**config.mk**
```make
export PLATFORM = sky130hd
export DESIGN_NAME = tt_timer_two
export DESIGN_NICKNAME = d
export VERILOG_FILES = /design/src/rtl/tt_pkg.sv /design/src/rtl/tt_prescaler.sv /design/src/rtl/tt_edge_detect.sv /design/src/rtl/tt_timer_two.sv
export SDC_FILE = /design/constraint.sdc
export NUM_CORES = 1
export LEC_CHECK = 0
export BUFFER_PORTS_ARGS = -buffer_cell sky130_fd_sc_hd__buf_2
export CAP_MARGIN = 20
export CORE_MARGIN = 5
export CORE_UTILIZATION = 50
export CTS_BUF_LIST = sky130_fd_sc_hd__clkbuf_8
export CTS_CLUSTER_SIZE = 16
export DETAILED_ROUTE_END_ITERATION = 16
export PLACE_DENSITY_LB_ADDON = 0.2
export SLEW_MARGIN = 20
export SYNTH_ARGS = -nofsm -noshare
export SYNTH_HDL_FRONTEND = slang
export SYNTH_SLANG_ARGS = --single-unit
```
**constraint.sdc**
```tcl
create_clock -name clk -period 8.55 [get_ports clk]
set_clock_uncertainty 0.05 [all_clocks]
set_input_delay 1.71 -clock clk [delete_from_list [all_inputs] [get_ports clk]]
set_output_delay 1.71 -clock clk [all_outputs]
set_load 0.005 [all_outputs]
```
**src/rtl/tt_pkg.sv**
```systemverilog
// shared constants, register map and field layouts of the second timer's control block
// assumes a 32-bit axi4-lite register bus and one system clock
package tt_pkg;

  localparam int unsigned ADDR_W = 8;
  localparam int unsigned DATA_W = 32;
  localparam int unsigned COUNT_W = 16;
  localparam int unsigned PRESCALE_W = 7;
  localparam int unsigned EDGE_W = 3;

  localparam logic [ADDR_W-1:0] OFF_FLAGS_ENABLES = 8'h00;
  localparam logic [ADDR_W-1:0] OFF_CONFIG = 8'h04;
  localparam logic [ADDR_W-1:0] OFF_COMPARE_FIRST = 8'h08;
  localparam logic [ADDR_W-1:0] OFF_COMPARE_SECOND = 8'h0C;
  localparam logic [ADDR_W-1:0] OFF_COUNT = 8'h10;
  localparam logic [ADDR_W-1:0] OFF_CAPTURE_FIRST = 8'h14;
  localparam logic [ADDR_W-1:0] OFF_CAPTURE_SECOND = 8'h18;
  localparam logic [ADDR_W-1:0] OFF_IRQ_STATUS = 8'h1C;
  localparam logic [ADDR_W-1:0] OFF_IRQ_CLEAR = 8'h20;
  localparam logic [ADDR_W-1:0] OFF_IRQ_ENABLE = 8'h24;

  localparam logic [1:0] RESP_OKAY = 2'h0;
  localparam logic [1:0] RESP_SLVERR = 2'h2;

  // flag bits 7,6,4,3,1 and enable bits 5,2,0 of the flags/enables layout
  localparam logic [7:0] FLAG_MASK = 8'hDA;
  localparam logic [7:0] ENABLE_MASK = 8'h25;
  localparam logic [7:0] FLAGS_ENABLES_RESET = 8'h00;
  localparam logic [7:0] CONFIG_RESET = 8'h00;

  localparam logic [COUNT_W-1:0] COUNT_MAX = 16'hFFFF;
  localparam logic [COUNT_W-1:0] COUNT_ZERO = 16'h0000;
  localparam logic [COUNT_W-1:0] COUNT_ONE = 16'h0001;

  localparam int unsigned EDGE_CAPTURE_FIRST = 0;
  localparam int unsigned EDGE_CAPTURE_SECOND = 1;
  localparam int unsigned EDGE_EVENT = 2;

  typedef enum logic [1:0] {
    TT_MODE_SOFTWARE = 2'h0,
    TT_MODE_PWM = 2'h1,
    TT_MODE_CAPTURE = 2'h2,
    TT_MODE_EVENT = 2'h3
  } tt_mode_t;

  typedef struct packed {
    logic capture_flag_second;
    logic capture_flag_first;
    logic capture_irq_enable;
    logic compare_flag_second;
    logic compare_flag_first;
    logic compare_irq_enable;
    logic overflow_flag;
    logic overflow_irq_enable;
  } tt_flags_enables_t;

  typedef struct packed {
    logic pin_read_select;
    logic capture_edge_select;
    logic event_edge_select;
    logic [2:0] prescale_code;
    tt_mode_t timer_mode_code;
  } tt_config_t;

  // low bits that must all be one for a divided tick: divide by 2**code
  function automatic logic [PRESCALE_W-1:0] tt_prescale_mask(input logic [2:0] code);
    logic [PRESCALE_W:0] one_hot;
    one_hot = 8'h01 << code;
    return PRESCALE_W'(one_hot - 8'h01);
  endfunction

endpackage

```
**src/rtl/tt_prescaler.sv**
```systemverilog
// free-running divider producing one-cycle timer ticks from the system clock
// assumes a synchronous active-low reset from the top
`timescale 1ns/1ps
module tt_prescaler #(
  parameter int unsigned WIDTH = tt_pkg::PRESCALE_W
) (
  input wire logic clk,
  input wire logic rst_n,
  input wire logic [2:0] code,
  output logic tick
);

  logic [WIDTH-1:0] div_reg;
  logic [WIDTH-1:0] div_next;
  logic [WIDTH-1:0] mask;

  always_comb begin
    mask = WIDTH'(tt_pkg::tt_prescale_mask(code));
    div_next = WIDTH'(div_reg + 1'b1);
    tick = (div_reg & mask) == mask;
  end

  always_ff @(posedge clk or negedge rst_n) begin
    if (!rst_n) begin
      div_reg <= '0;
    end else begin
      div_reg <= div_next;
    end
  end

endmodule // tt_prescaler

```
**src/rtl/tt_edge_detect.sv**
```systemverilog
// per-bit edge detector with selectable polarity, one-cycle pulse out
// assumes inputs are already synchronous to clk
`timescale 1ns/1ps
module tt_edge_detect #(
  parameter int unsigned WIDTH = tt_pkg::EDGE_W
) (
  input wire logic clk,
  input wire logic rst_n,
  input wire logic [WIDTH-1:0] sample,
  input wire logic [WIDTH-1:0] rising_sel,
  output logic [WIDTH-1:0] edge_pulse
);

  logic [WIDTH-1:0] prev_reg;
  logic primed_reg;

  // no edge is reported until a first sample has been seen after reset
  genvar i;
  generate
    for (i = 0; i < WIDTH; i++) begin : g_bit
      assign edge_pulse[i] = primed_reg &
        (rising_sel[i] ? (sample[i] & ~prev_reg[i]) : (~sample[i] & prev_reg[i]));
    end
  endgenerate

  always_ff @(posedge clk or negedge rst_n) begin
    if (!rst_n) begin
      prev_reg <= '0;
      primed_reg <= 1'b0;
    end else begin
      prev_reg <= sample;
      primed_reg <= 1'b1;
    end
  end

endmodule // tt_edge_detect

```
**src/rtl/tt_timer_two.sv**
```systemverilog
// second timer control/status block: flags, enables, config, counter and axi4-lite slave
// assumes capture and event pins synchronous to clk; port logic consumes pin_read_select
// Contract
// - capture mode: edge on second capture input sets sticky second capture flag
// - capture mode: edge on first capture input sets sticky first capture flag
// - capture enable gates capture flags onto the interrupt
// - counter equal to active second compare value sets sticky flag
// - counter equal to active first compare value sets sticky flag
// - compare enable gates compare flags onto the interrupt
// - counter wrap from maximum to zero sets sticky overflow flag
// - overflow enable gates overflow flag onto the interrupt
// - port read select chooses pin levels (1) or data register (0)
// - capture edge bit picks rising (1) or falling (0) capture edges
// - event edge bit picks rising (1) or falling (0) event edges
// - prescale code divides system clock by 1 to 128 per counter tick
// - mode code: software, pwm, capture/compare, external event
//
// Added by the designer: register access over AXI4-Lite and the address map.
`timescale 1ns/1ps
module tt_timer_two (
  input wire logic clk,
  input wire logic reset_n,
  input wire logic [tt_pkg::ADDR_W-1:0] s_axi_awaddr,
  input wire logic [2:0] s_axi_awprot,
  input wire logic s_axi_awvalid,
  output logic s_axi_awready,
  input wire logic [tt_pkg::DATA_W-1:0] s_axi_wdata,
  input wire logic [3:0] s_axi_wstrb,
  input wire logic s_axi_wvalid,
  output logic s_axi_wready,
  output logic [1:0] s_axi_bresp,
  output logic s_axi_bvalid,
  input wire logic s_axi_bready,
  input wire logic [tt_pkg::ADDR_W-1:0] s_axi_araddr,
  input wire logic [2:0] s_axi_arprot,
  input wire logic s_axi_arvalid,
  output logic s_axi_arready,
  output logic [tt_pkg::DATA_W-1:0] s_axi_rdata,
  output logic [1:0] s_axi_rresp,
  output logic s_axi_rvalid,
  input wire logic s_axi_rready,
  input wire logic capture_input_first,
  input wire logic capture_input_second,
  input wire logic event_count_input,
  output logic pin_read_select,
  output logic irq
);

  logic [1:0] rst_sync_reg;
  logic rst_n;

  always_ff @(posedge clk or negedge reset_n) begin
    if (!reset_n) begin
      rst_sync_reg <= 2'h0;
    end else begin
      rst_sync_reg <= {rst_sync_reg[0], 1'b1};
    end
  end
  assign rst_n = rst_sync_reg[1];

  function automatic logic tt_addr_known(input logic [tt_pkg::ADDR_W-1:0] a);
    return a == tt_pkg::OFF_FLAGS_ENABLES || a == tt_pkg::OFF_CONFIG
      || a == tt_pkg::OFF_COMPARE_FIRST || a == tt_pkg::OFF_COMPARE_SECOND
      || a == tt_pkg::OFF_COUNT || a == tt_pkg::OFF_CAPTURE_FIRST
      || a == tt_pkg::OFF_CAPTURE_SECOND || a == tt_pkg::OFF_IRQ_STATUS
      || a == tt_pkg::OFF_IRQ_CLEAR || a == tt_pkg::OFF_IRQ_ENABLE;
  endfunction

  // timer state
  tt_pkg::tt_flags_enables_t flags_reg, flags_next;
  tt_pkg::tt_config_t config_reg, config_next;
  logic [tt_pkg::COUNT_W-1:0] compare_value_first_reg, compare_value_first_next;
  logic [tt_pkg::COUNT_W-1:0] compare_value_second_reg, compare_value_second_next;
  logic [tt_pkg::COUNT_W-1:0] count_reg, count_next;
  logic [tt_pkg::COUNT_W-1:0] capture_first_reg, capture_first_next;
  logic [tt_pkg::COUNT_W-1:0] capture_second_reg, capture_second_next;
  logic active_second_reg, active_second_next;
  logic irq_reg, irq_next;

  // write channel state
  logic aw_held_reg, aw_held_next;
  logic w_held_reg, w_held_next;
  logic [tt_pkg::ADDR_W-1:0] waddr_reg, waddr_next;
  logic [tt_pkg::DATA_W-1:0] wdata_reg, wdata_next;
  logic [3:0] wstrb_reg, wstrb_next;
  logic awready_reg, awready_next;
  logic wready_reg, wready_next;
  logic bvalid_reg, bvalid_next;
  logic [1:0] bresp_reg, bresp_next;
  logic wr_do;

  // read channel state
  logic arready_reg, arready_next;
  logic rvalid_reg, rvalid_next;
  logic [tt_pkg::DATA_W-1:0] rdata_reg, rdata_next;
  logic [1:0] rresp_reg, rresp_next;

  logic tick;
  logic [tt_pkg::EDGE_W-1:0] edge_pulse;
  logic [tt_pkg::EDGE_W-1:0] rising_sel;

  assign rising_sel[tt_pkg::EDGE_CAPTURE_FIRST] = config_reg.capture_edge_select;
  assign rising_sel[tt_pkg::EDGE_CAPTURE_SECOND] = config_reg.capture_edge_select;
  assign rising_sel[tt_pkg::EDGE_EVENT] = config_reg.event_edge_select;

  tt_prescaler #(
    .WIDTH(tt_pkg::PRESCALE_W)
  ) u_prescaler (
    .clk(clk),
    .rst_n(rst_n),
    .code(config_reg.prescale_code),
    .tick(tick)
  );

  tt_edge_detect #(
    .WIDTH(tt_pkg::EDGE_W)
  ) u_edges (
    .clk(clk),
    .rst_n(rst_n),
    .sample({event_count_input, capture_input_second, capture_input_first}),
    .rising_sel(rising_sel),
    .edge_pulse(edge_pulse)
  );

  // axi write channel: address and data taken in either order, response after both
  always_comb begin
    aw_held_next = aw_held_reg;
    w_held_next = w_held_reg;
    waddr_next = waddr_reg;
    wdata_next = wdata_reg;
    wstrb_next = wstrb_reg;
    bvalid_next = bvalid_reg;
    bresp_next = bresp_reg;
    wr_do = aw_held_reg && w_held_reg && !bvalid_reg;
    if (s_axi_awvalid && awready_reg) begin
      aw_held_next = 1'b1;
      waddr_next = s_axi_awaddr;
    end
    if (s_axi_wvalid && wready_reg) begin
      w_held_next = 1'b1;
      wdata_next = s_axi_wdata;
      wstrb_next = s_axi_wstrb;
    end
    if (wr_do) begin
      aw_held_next = 1'b0;
      w_held_next = 1'b0;
      bvalid_next = 1'b1;
      bresp_next = tt_addr_known(waddr_reg) ? tt_pkg::RESP_OKAY : tt_pkg::RESP_SLVERR;
    end else if (bvalid_reg && s_axi_bready) begin
      bvalid_next = 1'b0;
    end
    awready_next = !aw_held_next && !bvalid_next;
    wready_next = !w_held_next && !bvalid_next;
  end

  // axi read channel: one read at a time, answer one edge after acceptance
  always_comb begin
    rvalid_next = rvalid_reg;
    rdata_next = rdata_reg;
    rresp_next = rresp_reg;
    if (s_axi_arvalid && arready_reg) begin
      rvalid_next = 1'b1;
      rresp_next = tt_pkg::RESP_OKAY;
      rdata_next = '0;
      if (s_axi_araddr == tt_pkg::OFF_FLAGS_ENABLES) begin
        rdata_next[7:0] = flags_reg;
      end else if (s_axi_araddr == tt_pkg::OFF_CONFIG) begin
        rdata_next[7:0] = config_reg;
      end else if (s_axi_araddr == tt_pkg::OFF_COMPARE_FIRST) begin
        rdata_next[tt_pkg::COUNT_W-1:0] = compare_value_first_reg;
      end else if (s_axi_araddr == tt_pkg::OFF_COMPARE_SECOND) begin
        rdata_next[tt_pkg::COUNT_W-1:0] = compare_value_second_reg;
      end else if (s_axi_araddr == tt_pkg::OFF_COUNT) begin
        rdata_next[tt_pkg::COUNT_W-1:0] = count_reg;
      end else if (s_axi_araddr == tt_pkg::OFF_CAPTURE_FIRST) begin
        rdata_next[tt_pkg::COUNT_W-1:0] = capture_first_reg;
      end else if (s_axi_araddr == tt_pkg::OFF_CAPTURE_SECOND) begin
        rdata_next[tt_pkg::COUNT_W-1:0] = capture_second_reg;
      end else if (s_axi_araddr == tt_pkg::OFF_IRQ_STATUS) begin
        rdata_next[7:0] = flags_reg & tt_pkg::FLAG_MASK;
      end else if (s_axi_araddr == tt_pkg::OFF_IRQ_ENABLE) begin
        rdata_next[7:0] = flags_reg & tt_pkg::ENABLE_MASK;
      end else if (!tt_addr_known(s_axi_araddr)) begin
        rresp_next = tt_pkg::RESP_SLVERR;
      end
    end else if (rvalid_reg && s_axi_rready) begin
      rvalid_next = 1'b0;
    end
    arready_next = !rvalid_next;
  end

  // timer: software writes first, hardware events afterwards so a set wins
  always_comb begin
    logic [7:0] wd;
    logic [tt_pkg::COUNT_W-1:0] count_plus;
    logic advance, cap_first, cap_second, wrap, hit_first, hit_second;
    wd = wdata_reg[7:0];
    // event mode counts pin edges, every other mode counts prescaled ticks
    advance = (config_reg.timer_mode_code == tt_pkg::TT_MODE_EVENT)
      ? edge_pulse[tt_pkg::EDGE_EVENT] : tick;
    count_plus = tt_pkg::COUNT_W'(count_reg + tt_pkg::COUNT_ONE);
    count_next = advance ? count_plus : count_reg;
    wrap = advance && count_reg == tt_pkg::COUNT_MAX;
    hit_first = advance && !active_second_reg && count_plus == compare_value_first_reg;
    hit_second = advance && active_second_reg && count_plus == compare_value_second_reg;
    cap_first = config_reg.timer_mode_code == tt_pkg::TT_MODE_CAPTURE
      && edge_pulse[tt_pkg::EDGE_CAPTURE_FIRST];
    cap_second = config_reg.timer_mode_code == tt_pkg::TT_MODE_CAPTURE
      && edge_pulse[tt_pkg::EDGE_CAPTURE_SECOND];
    flags_next = flags_reg;
    config_next = config_reg;
    compare_value_first_next = compare_value_first_reg;
    compare_value_second_next = compare_value_second_reg;
    capture_first_next = capture_first_reg;
    capture_second_next = capture_second_reg;
    active_second_next = active_second_reg;
    if (wr_do && wstrb_reg[0]) begin
      if (waddr_reg == tt_pkg::OFF_FLAGS_ENABLES) begin
        flags_next = (wd & tt_pkg::ENABLE_MASK) | (flags_reg & wd & tt_pkg::FLAG_MASK);
      end else if (waddr_reg == tt_pkg::OFF_CONFIG) begin
        config_next = wd;
      end else if (waddr_reg == tt_pkg::OFF_IRQ_CLEAR) begin
        flags_next = flags_reg & ~(wd & tt_pkg::FLAG_MASK);
      end else if (waddr_reg == tt_pkg::OFF_IRQ_ENABLE) begin
        flags_next = (flags_reg & tt_pkg::FLAG_MASK) | (wd & tt_pkg::ENABLE_MASK);
      end
    end
    if (wr_do && waddr_reg == tt_pkg::OFF_COMPARE_FIRST) begin
      if (wstrb_reg[0]) compare_value_first_next[7:0] = wdata_reg[7:0];
      if (wstrb_reg[1]) compare_value_first_next[15:8] = wdata_reg[15:8];
    end
    if (wr_do && waddr_reg == tt_pkg::OFF_COMPARE_SECOND) begin
      if (wstrb_reg[0]) compare_value_second_next[7:0] = wdata_reg[7:0];
      if (wstrb_reg[1]) compare_value_second_next[15:8] = wdata_reg[15:8];
    end
    // a match hands the comparison over to the other compare value
    if (hit_first || hit_second) active_second_next = !active_second_reg;
    if (cap_first) begin
      flags_next.capture_flag_first = 1'b1;
      capture_first_next = count_reg;
    end
    if (cap_second) begin
      flags_next.capture_flag_second = 1'b1;
      capture_second_next = count_reg;
    end
    if (hit_first) flags_next.compare_flag_first = 1'b1;
    if (hit_second) flags_next.compare_flag_second = 1'b1;
    if (wrap) flags_next.overflow_flag = 1'b1;
    irq_next = (flags_next.capture_irq_enable
        && (flags_next.capture_flag_first || flags_next.capture_flag_second))
      || (flags_next.compare_irq_enable
        && (flags_next.compare_flag_first || flags_next.compare_flag_second))
      || (flags_next.overflow_irq_enable && flags_next.overflow_flag);
  end

  always_ff @(posedge clk or negedge rst_n) begin
    if (!rst_n) begin
      aw_held_reg <= 1'b0;
      w_held_reg <= 1'b0;
      waddr_reg <= '0;
      wdata_reg <= '0;
      wstrb_reg <= 4'h0;
      awready_reg <= 1'b0;
      wready_reg <= 1'b0;
      bvalid_reg <= 1'b0;
      bresp_reg <= tt_pkg::RESP_OKAY;
      arready_reg <= 1'b0;
      rvalid_reg <= 1'b0;
      rdata_reg <= '0;
      rresp_reg <= tt_pkg::RESP_OKAY;
      flags_reg <= tt_pkg::FLAGS_ENABLES_RESET;
      config_reg <= tt_pkg::CONFIG_RESET;
      compare_value_first_reg <= tt_pkg::COUNT_ZERO;
      compare_value_second_reg <= tt_pkg::COUNT_ZERO;
      count_reg <= tt_pkg::COUNT_ZERO;
      capture_first_reg <= tt_pkg::COUNT_ZERO;
      capture_second_reg <= tt_pkg::COUNT_ZERO;
      active_second_reg <= 1'b0;
      irq_reg <= 1'b0;
    end else begin
      aw_held_reg <= aw_held_next;
      w_held_reg <= w_held_next;
      waddr_reg <= waddr_next;
      wdata_reg <= wdata_next;
      wstrb_reg <= wstrb_next;
      awready_reg <= awready_next;
      wready_reg <= wready_next;
      bvalid_reg <= bvalid_next;
      bresp_reg <= bresp_next;
      arready_reg <= arready_next;
      rvalid_reg <= rvalid_next;
      rdata_reg <= rdata_next;
      rresp_reg <= rresp_next;
      flags_reg <= flags_next;
      config_reg <= config_next;
      compare_value_first_reg <= compare_value_first_next;
      compare_value_second_reg <= compare_value_second_next;
      count_reg <= count_next;
      capture_first_reg <= capture_first_next;
      capture_second_reg <= capture_second_next;
      active_second_reg <= active_second_next;
      irq_reg <= irq_next;
    end
  end

  assign s_axi_awready = awready_reg;
  assign s_axi_wready = wready_reg;
  assign s_axi_bvalid = bvalid_reg;
  assign s_axi_bresp = bresp_reg;
  assign s_axi_arready = arready_reg;
  assign s_axi_rvalid = rvalid_reg;
  assign s_axi_rdata = rdata_reg;
  assign s_axi_rresp = rresp_reg;
  assign pin_read_select = config_reg.pin_read_select;
  assign irq = irq_reg;

endmodule // tt_timer_two

```
## Yosys cells after proc, flatten, opt, wreduce, memory -nomap -nowiden

Index checks and enable logic that the tools add are counted.

- Reduce and logical (&&, ||, !) cells: 58
- Equality and inequality tests: 24
- Magnitude comparators: 0
- Bitwise gates (word level): 22
- Muxes and demuxes: 45
- Divide/modulo/power cells: 0
- Shifts and indexed selects: 1
- Multipliers: 0
- Add/sub/neg operators: 3

Operator list:

| operator | number |
|---|---|
| two-way mux 8 bit | 12 |
| equality test 8 x 5 -> 1 bit, second input constant | 8 |
| two-way mux 16 bit | 4 |
| equality test 16 bit | 2 |
| equality test 8 x 4 -> 1 bit, second input constant | 4 |
| equality test 8 x 6 -> 1 bit, second input constant | 4 |
| logical OR 1 bit | 23 |
| logical AND 1 bit | 22 |
| two-way mux 2 bit | 11 |
| two-way mux 1 bit | 17 |
| adder 16 x 1 -> 16 bit, second input constant | 1 |
| AND 8 bit | 2 |
| equality test 16 bit, second input constant | 1 |
| equality test 8 x 3 -> 1 bit, second input constant | 2 |
| logical NOT 8 bit | 2 |
| AND 1 bit | 9 |
| NOT 8 bit | 1 |
| bitwise OR 6 x 8 -> 8 bit | 1 |
| bitwise OR 8 x 6 -> 8 bit | 1 |
| AND reduction 2 bit | 4 |
| adder 7 x 1 -> 7 bit, second input constant | 1 |
| AND 7 bit | 1 |
| equality test 7 bit | 1 |
| NOT 1 bit | 7 |
| 6 further kinds | 12 |

- Memories kept: 0
- Bits in registers: 164
- Logic and storage cells: 192
- Input port bits: 68
- Bits in read-only memories: 0
- Bits in latches: 0
- Output and inout bits: 43
- Bits in writable memories: 0

## Depth between registers and ports, before layout

- Depth after elaboration: 20
- Mapped depth: 9

## By module

Synthesis repeated with hierarchy kept, for this count alone.

- Cells, all modules: 727
- Area total of the unflattened synthesis: 8201.6 sq um

Modules (own cells, without submodules):

| module | area an instance (sq um) | cells an instance | sequential area each (sq um) | instances |
|---|---|---|---|---|
| tt_timer_two | 7701.1 | 685 | 3778.6 | 1 |
| tt_prescaler | 325.3 | 28 | 175.2 | 1 |
| tt_edge_detect | 175.2 | 14 | 100.1 | 1 |

## Worst setup path after synthesis

Ideal clock, no wire load.

- Path kind: input port to flip-flop
- Start point: input s_axi_araddr[7] (netlist name)
- End point: register rdata_reg (netlist bit s_axi_rdata[12])
- Library setup time: 0.083 ns
- Cell stages on the path: 7
- Setup slack: 5.003 ns
- Path buffers: 1
- Arrival: 3.414 ns
- Path through: or4b_1 > nor4_2 > clkbuf_1 > a21oi_1 > nand3_1 > nand2_1 > o21ai_0

- Word-level cells in the longest chain between the ends: 8
- Elaborated cells between the ends (all ways): 14
- Classes of those cells: 6 x eq/ne; 7 x mux; 1 x reduce/logical

RTL lines:

| what | line | text |
|---|---|---|
| from (decl) | tt_timer_two.sv:34 | `input wire logic [tt_pkg::ADDR_W-1:0] s_axi_araddr,` |
| equality test 8 x 5 -> 1 bit | tt_timer_two.sv:177 | `end else if (s_axi_araddr == tt_pkg::OFF_CAPTURE_SECOND) begin` |
| two-way mux 8 bit | tt_timer_two.sv:177 |  |
| two-way mux 16 bit | tt_timer_two.sv:175 | `end else if (s_axi_araddr == tt_pkg::OFF_CAPTURE_FIRST) begin` |
| two-way mux 16 bit | tt_timer_two.sv:173 | `end else if (s_axi_araddr == tt_pkg::OFF_COUNT) begin` |
| two-way mux 16 bit | tt_timer_two.sv:171 | `end else if (s_axi_araddr == tt_pkg::OFF_COMPARE_SECOND) begin` |
| two-way mux 16 bit | tt_timer_two.sv:169 | `end else if (s_axi_araddr == tt_pkg::OFF_COMPARE_FIRST) begin` |
| two-way mux 8 bit | tt_timer_two.sv:167 | `end else if (s_axi_araddr == tt_pkg::OFF_CONFIG) begin` |
| two-way mux 8 bit (*) | tt_timer_two.sv:165 | `if (s_axi_araddr == tt_pkg::OFF_FLAGS_ENABLES) begin` |
| to (signal assigned) | tt_timer_two.sv:292 | `rdata_reg <= rdata_next;` |
| to (decl) | tt_timer_two.sv:95 | `logic [tt_pkg::DATA_W-1:0] rdata_reg, rdata_next;` |

Mark *: on every way between the ends. The rest lies on a longest branch, timed or not.
A chain may end at the register's enable or synchronous reset.

## Final worst setup path

- Start point: input s_axi_araddr[7] (netlist name)
- End point: register rdata_reg (netlist bit s_axi_rdata[2])

- Word-level cells in the longest chain between the ends: 10
- Elaborated cells between the ends (all ways): 18
- Classes of those cells: 8 x eq/ne; 9 x mux; 1 x reduce/logical

RTL lines:

| what | line | text |
|---|---|---|
| equality test 8 x 6 -> 1 bit | tt_timer_two.sv:181 | `end else if (s_axi_araddr == tt_pkg::OFF_IRQ_ENABLE) begin` |
| two-way mux 6 bit | tt_timer_two.sv:181 |  |
| two-way mux 8 bit | tt_timer_two.sv:179 | `end else if (s_axi_araddr == tt_pkg::OFF_IRQ_STATUS) begin` |
| two-way mux 8 bit | tt_timer_two.sv:177 |  |
| two-way mux 16 bit | tt_timer_two.sv:175 |  |
| two-way mux 16 bit | tt_timer_two.sv:173 |  |
| two-way mux 16 bit | tt_timer_two.sv:171 |  |
| two-way mux 16 bit | tt_timer_two.sv:169 |  |
| two-way mux 8 bit | tt_timer_two.sv:167 |  |
| two-way mux 8 bit (*) | tt_timer_two.sv:165 |  |

Marks and branches as above.

==> impl_results.md <==
* Cts hold-fix bufs at 0
* CP cell instances: buf_2, or4_1, or3_1, o21ai_0, a221oi_1, a21oi_1, a21o_1
* R2r worst-path depth at 8
* DRC violation total after the first TritonRoute iteration at approximately 460
* Setup CP Type: input port to flop
* CTS resizes at 0
* Root Buffer: clkbuf_8
* Nets at between 800 and 900
* Highest net fanout along the worst path at 16
* DP Cell Count at between 1000 and 1500
* Top_reg_cell synth: dfrtp_1
* Via/cell ratio at slightly below 6
* Cell Area, Synth at about 8300 um2
* H-tree levels at 4
* FMAX at 294.1 MHz
* Most numerous cell in the Yosys netlist: dfrtp_1
* Gpl congestion at between 0.8 and 0.9
* Post-Synthesis Cells at around 750
* Antenna fix cells at 0
* Post-synthesis cell type with the largest combined area: dfrtp_1
* Pin count of the biggest net entering global routing at between 80 and 90
* Final Non-Filler Cells at 1037
* Top post-synthesis cells by area: dfrtp_1, mux2_2, xnor2_1
* Number of global-route vias before repair at a little over 6000
* Synth top area share at 0.4887
* Async SR Flop Fraction at 1.000
* Longest Clk Path Bufs at 2
* Num CTS Buffers at 17
* Delay-heaviest family, CP: simple AND/OR/NAND/NOR gates
* Register area share after synthesis at 0.4887
* Drt wl/cell at roughly 19 um
* Routed WL at ~20 mm
* Layout area overhead at 9.698%
* Leakage power at about 4.2 nW
* Unrepaired setup endpoints after global routing: false
* # port buffers at between 60 and 70
* Power density over the cells at roughly 230 nW/um2
* Largest vdd supply drop at between 100 and 150 uV
* Initial antenna violation count at 0
* CTS tree: done
* FF/Latch Area at 4058 um2
* Post-DP HPWL at around 15 mm
* CP Depth at 7
* Post-synth EDFFs at 0
* Post CTS Setup Buffer Count at 0
* Post-synth top cells: dfrtp_1, mux2_2, nand2_1, xnor2_1, o21ai_0
* Final min period at between 3 and 4 ns
* Synthesis Warnings at 0
* Worst setup startpoint: s_axi_araddr[7]
* Via count at between 5000 and 6000
* DRC at 0
* Multi-input logic area at ~4000 um2
* Crit share post-route at 0.3977
* # IOs at 111
* Clock Latency Late Sink at between 0.4 and 0.5 ns
* First-pass DRT Iterations at 5
* Row count at 47
* Synth cell types at a little over 70
* Fillers at ~1400
* Max Cap Viol at 0
* Die Ht at 138.8 um
* Crit path DAT at between 3 and 4 ns
* Starting Density at 0.5056
* Synth Register Bits at about 160
* Share of layout cells above drive strength 1 at 0.2729
* Die footprint at between 15000 and 20000 um2
* Reg-to-reg startpoint: count_reg[0]$_DFFE_PN0P_
* Final hold vios at 0
* Startpoint type of the worst setup path: input port
* Slowest Stage Delay on Critical Path at roughly 0.64 ns
* Status: completed
* Bufs and invs on worst path at 1
* Final setup viols at 0
* Antenna-violating nets left at 0
* Crit end category: flop
* Worst hold path class: flop to asynchronous set/reset pin
* CORE AREA at ~16000 um2
* Worst-margin pin slew at between 0.8 and 0.9 ns
* CP max stage cell: or4_1
* Slew margin rel. at 0.4252
* Syn_area_per_cell at approximately 11 um2
* First-pass GRT wire length at ~32 mm
* Total track usage at 0.2077
* Total gr overflow at 0
* Clk sinks at 162
* CTS clock-pin slew for the worst setup and hold paths at 0.09 ns
* Slew Limit Fails at 0
* Die width at approximately 140 um
* Setup_tns at 0 ns
* Critical path data required time at 8.89 ns
## metrics by stage
step / cell area [um2] / utilization / hold slack [ns] / setup slack (ns) / power, mW
after floorplan: 8363 / - / 0.2812 / 3.652 / 1.459
after global placement: 8726 / 0.5318 / 0.2882 / 4.712 / 1.591
after detailed placement: 8726 / 0.5318 / 0.2858 / 4.685 / 1.622
after CTS: 9066 / 0.5526 / 0.3049 / 5.161 / 2.116
after global routing: 9100 / 0.5546 / 0.2965 / 4.957 / 2.227
final: 9100 / 0.5546 / 0.2454 / 5.150 / 2.105
## cell usage in the layout, fill, tap and decap left out, types with 3 or more instances in the layout
cell      count
nor4_1        5
mux2i_1      17
a21boi_0      3
a21o_1        6
xor2_1       20
nor3b_1       3
or3_1         3
clkinv_2      4
nand3_1      20
buf_2        68
nor2b_1       9
dfrtp_1     161
clkbuf_8     20
o211ai_1      4
o21ai_1       4
and4_1        3
a21oi_1      31
nand2_1      57
a221oi_1     16
conb_1       20
nand2b_1      8
mux2_2      102
buf_4         6
inv_1        17
xnor2_1      43
nand4_1       9
o22ai_1       3
nor3_1        6
nand4b_1      3
nand3b_1      6
a222oi_1      3
or4_1         7
nor2_1       34
and3_1        5
o21ai_0      36
## cells by family (layout without fill, tap and decap cells)
group / after synthesis / in the layout / share of synthesized area
compound gates: 128 / 128 / 0.1018
xor+xnor: 63 / 63 / 0.06652
fa+ha+maj: 2 / 2 / 0.003016
buf+inv: 69 / 121 / 0.04359
flops: 162 / 162 / 0.4887
mux: 120 / 120 / 0.1603
other cells: 2 / 20 / 0.0009053
simple gates: 201 / 201 / 0.1351
## final cells by class
class                           instances  share of cell area
Multi-Input combinational cell        534              0.4341
Clock inverter                         11            0.007150
Timing Repair Buffer                   76             0.04661
Clock buffer                           20             0.03025
Sequential cell                       162              0.4459
Inverter                               14            0.005775
Tap cell                              220             0.03025
## power by group
| part | total (mW) | switching, mW | leakage, nW | internal, mW |
|---|---|---|---|---|
| sequential | 1.12 | 0.213 | 2.11 | 0.910 |
| clock | 0.492 | 0.272 | 0.189 | 0.219 |
| combinational | 0.490 | 0.234 | 1.87 | 0.256 |
## routing by layer
layer | vias up | GRT usage | routed length [um] | share of wire
met5 | - | 0 | 0 | 0
li1 | 2781 | - | - | -
met2 | 230 | 0.3199 | 8915 | 0.45
met1 | 2934 | 0.2886 | 9035 | 0.46
met4 | 0 | 0.07415 | 478 | 0.024
met3 | 32 | 0.05034 | 1341 | 0.068
## worst reg2reg max path: cells and delay by family (launching register included)
| kind | cells | cell delay, ns |
|---|---|---|
| AOI/OAI and AO/OA | 3 | 0.73 |
| and+or+nand+nor | 3 | 1.16 |
| adders and majority gates | 1 | 0.38 |
| xor gates and xnor gates | 1 | 0.25 |
| DFF | 1 | 0.63 |
## worst paths after layout
kind	endpoint	slack, ns
worst max-delay path	s_axi_rdata[2]$_DFFE_PN0P_	5.15
worst min-delay path	config_reg[3]$_DFFE_PN0P_	0.25
worst max register to register	irq$_DFF_PN0_	5.25
worst min register to register	config_reg[3]$_DFFE_PN0P_	0.25
max in group asynchronous	count_reg[10]$_DFFE_PN0P_	6.87
min in group clk	rst_sync_reg[1]$_DFF_PN0_	0.31
No activity file was read; power rests on OpenSTA's default activity.
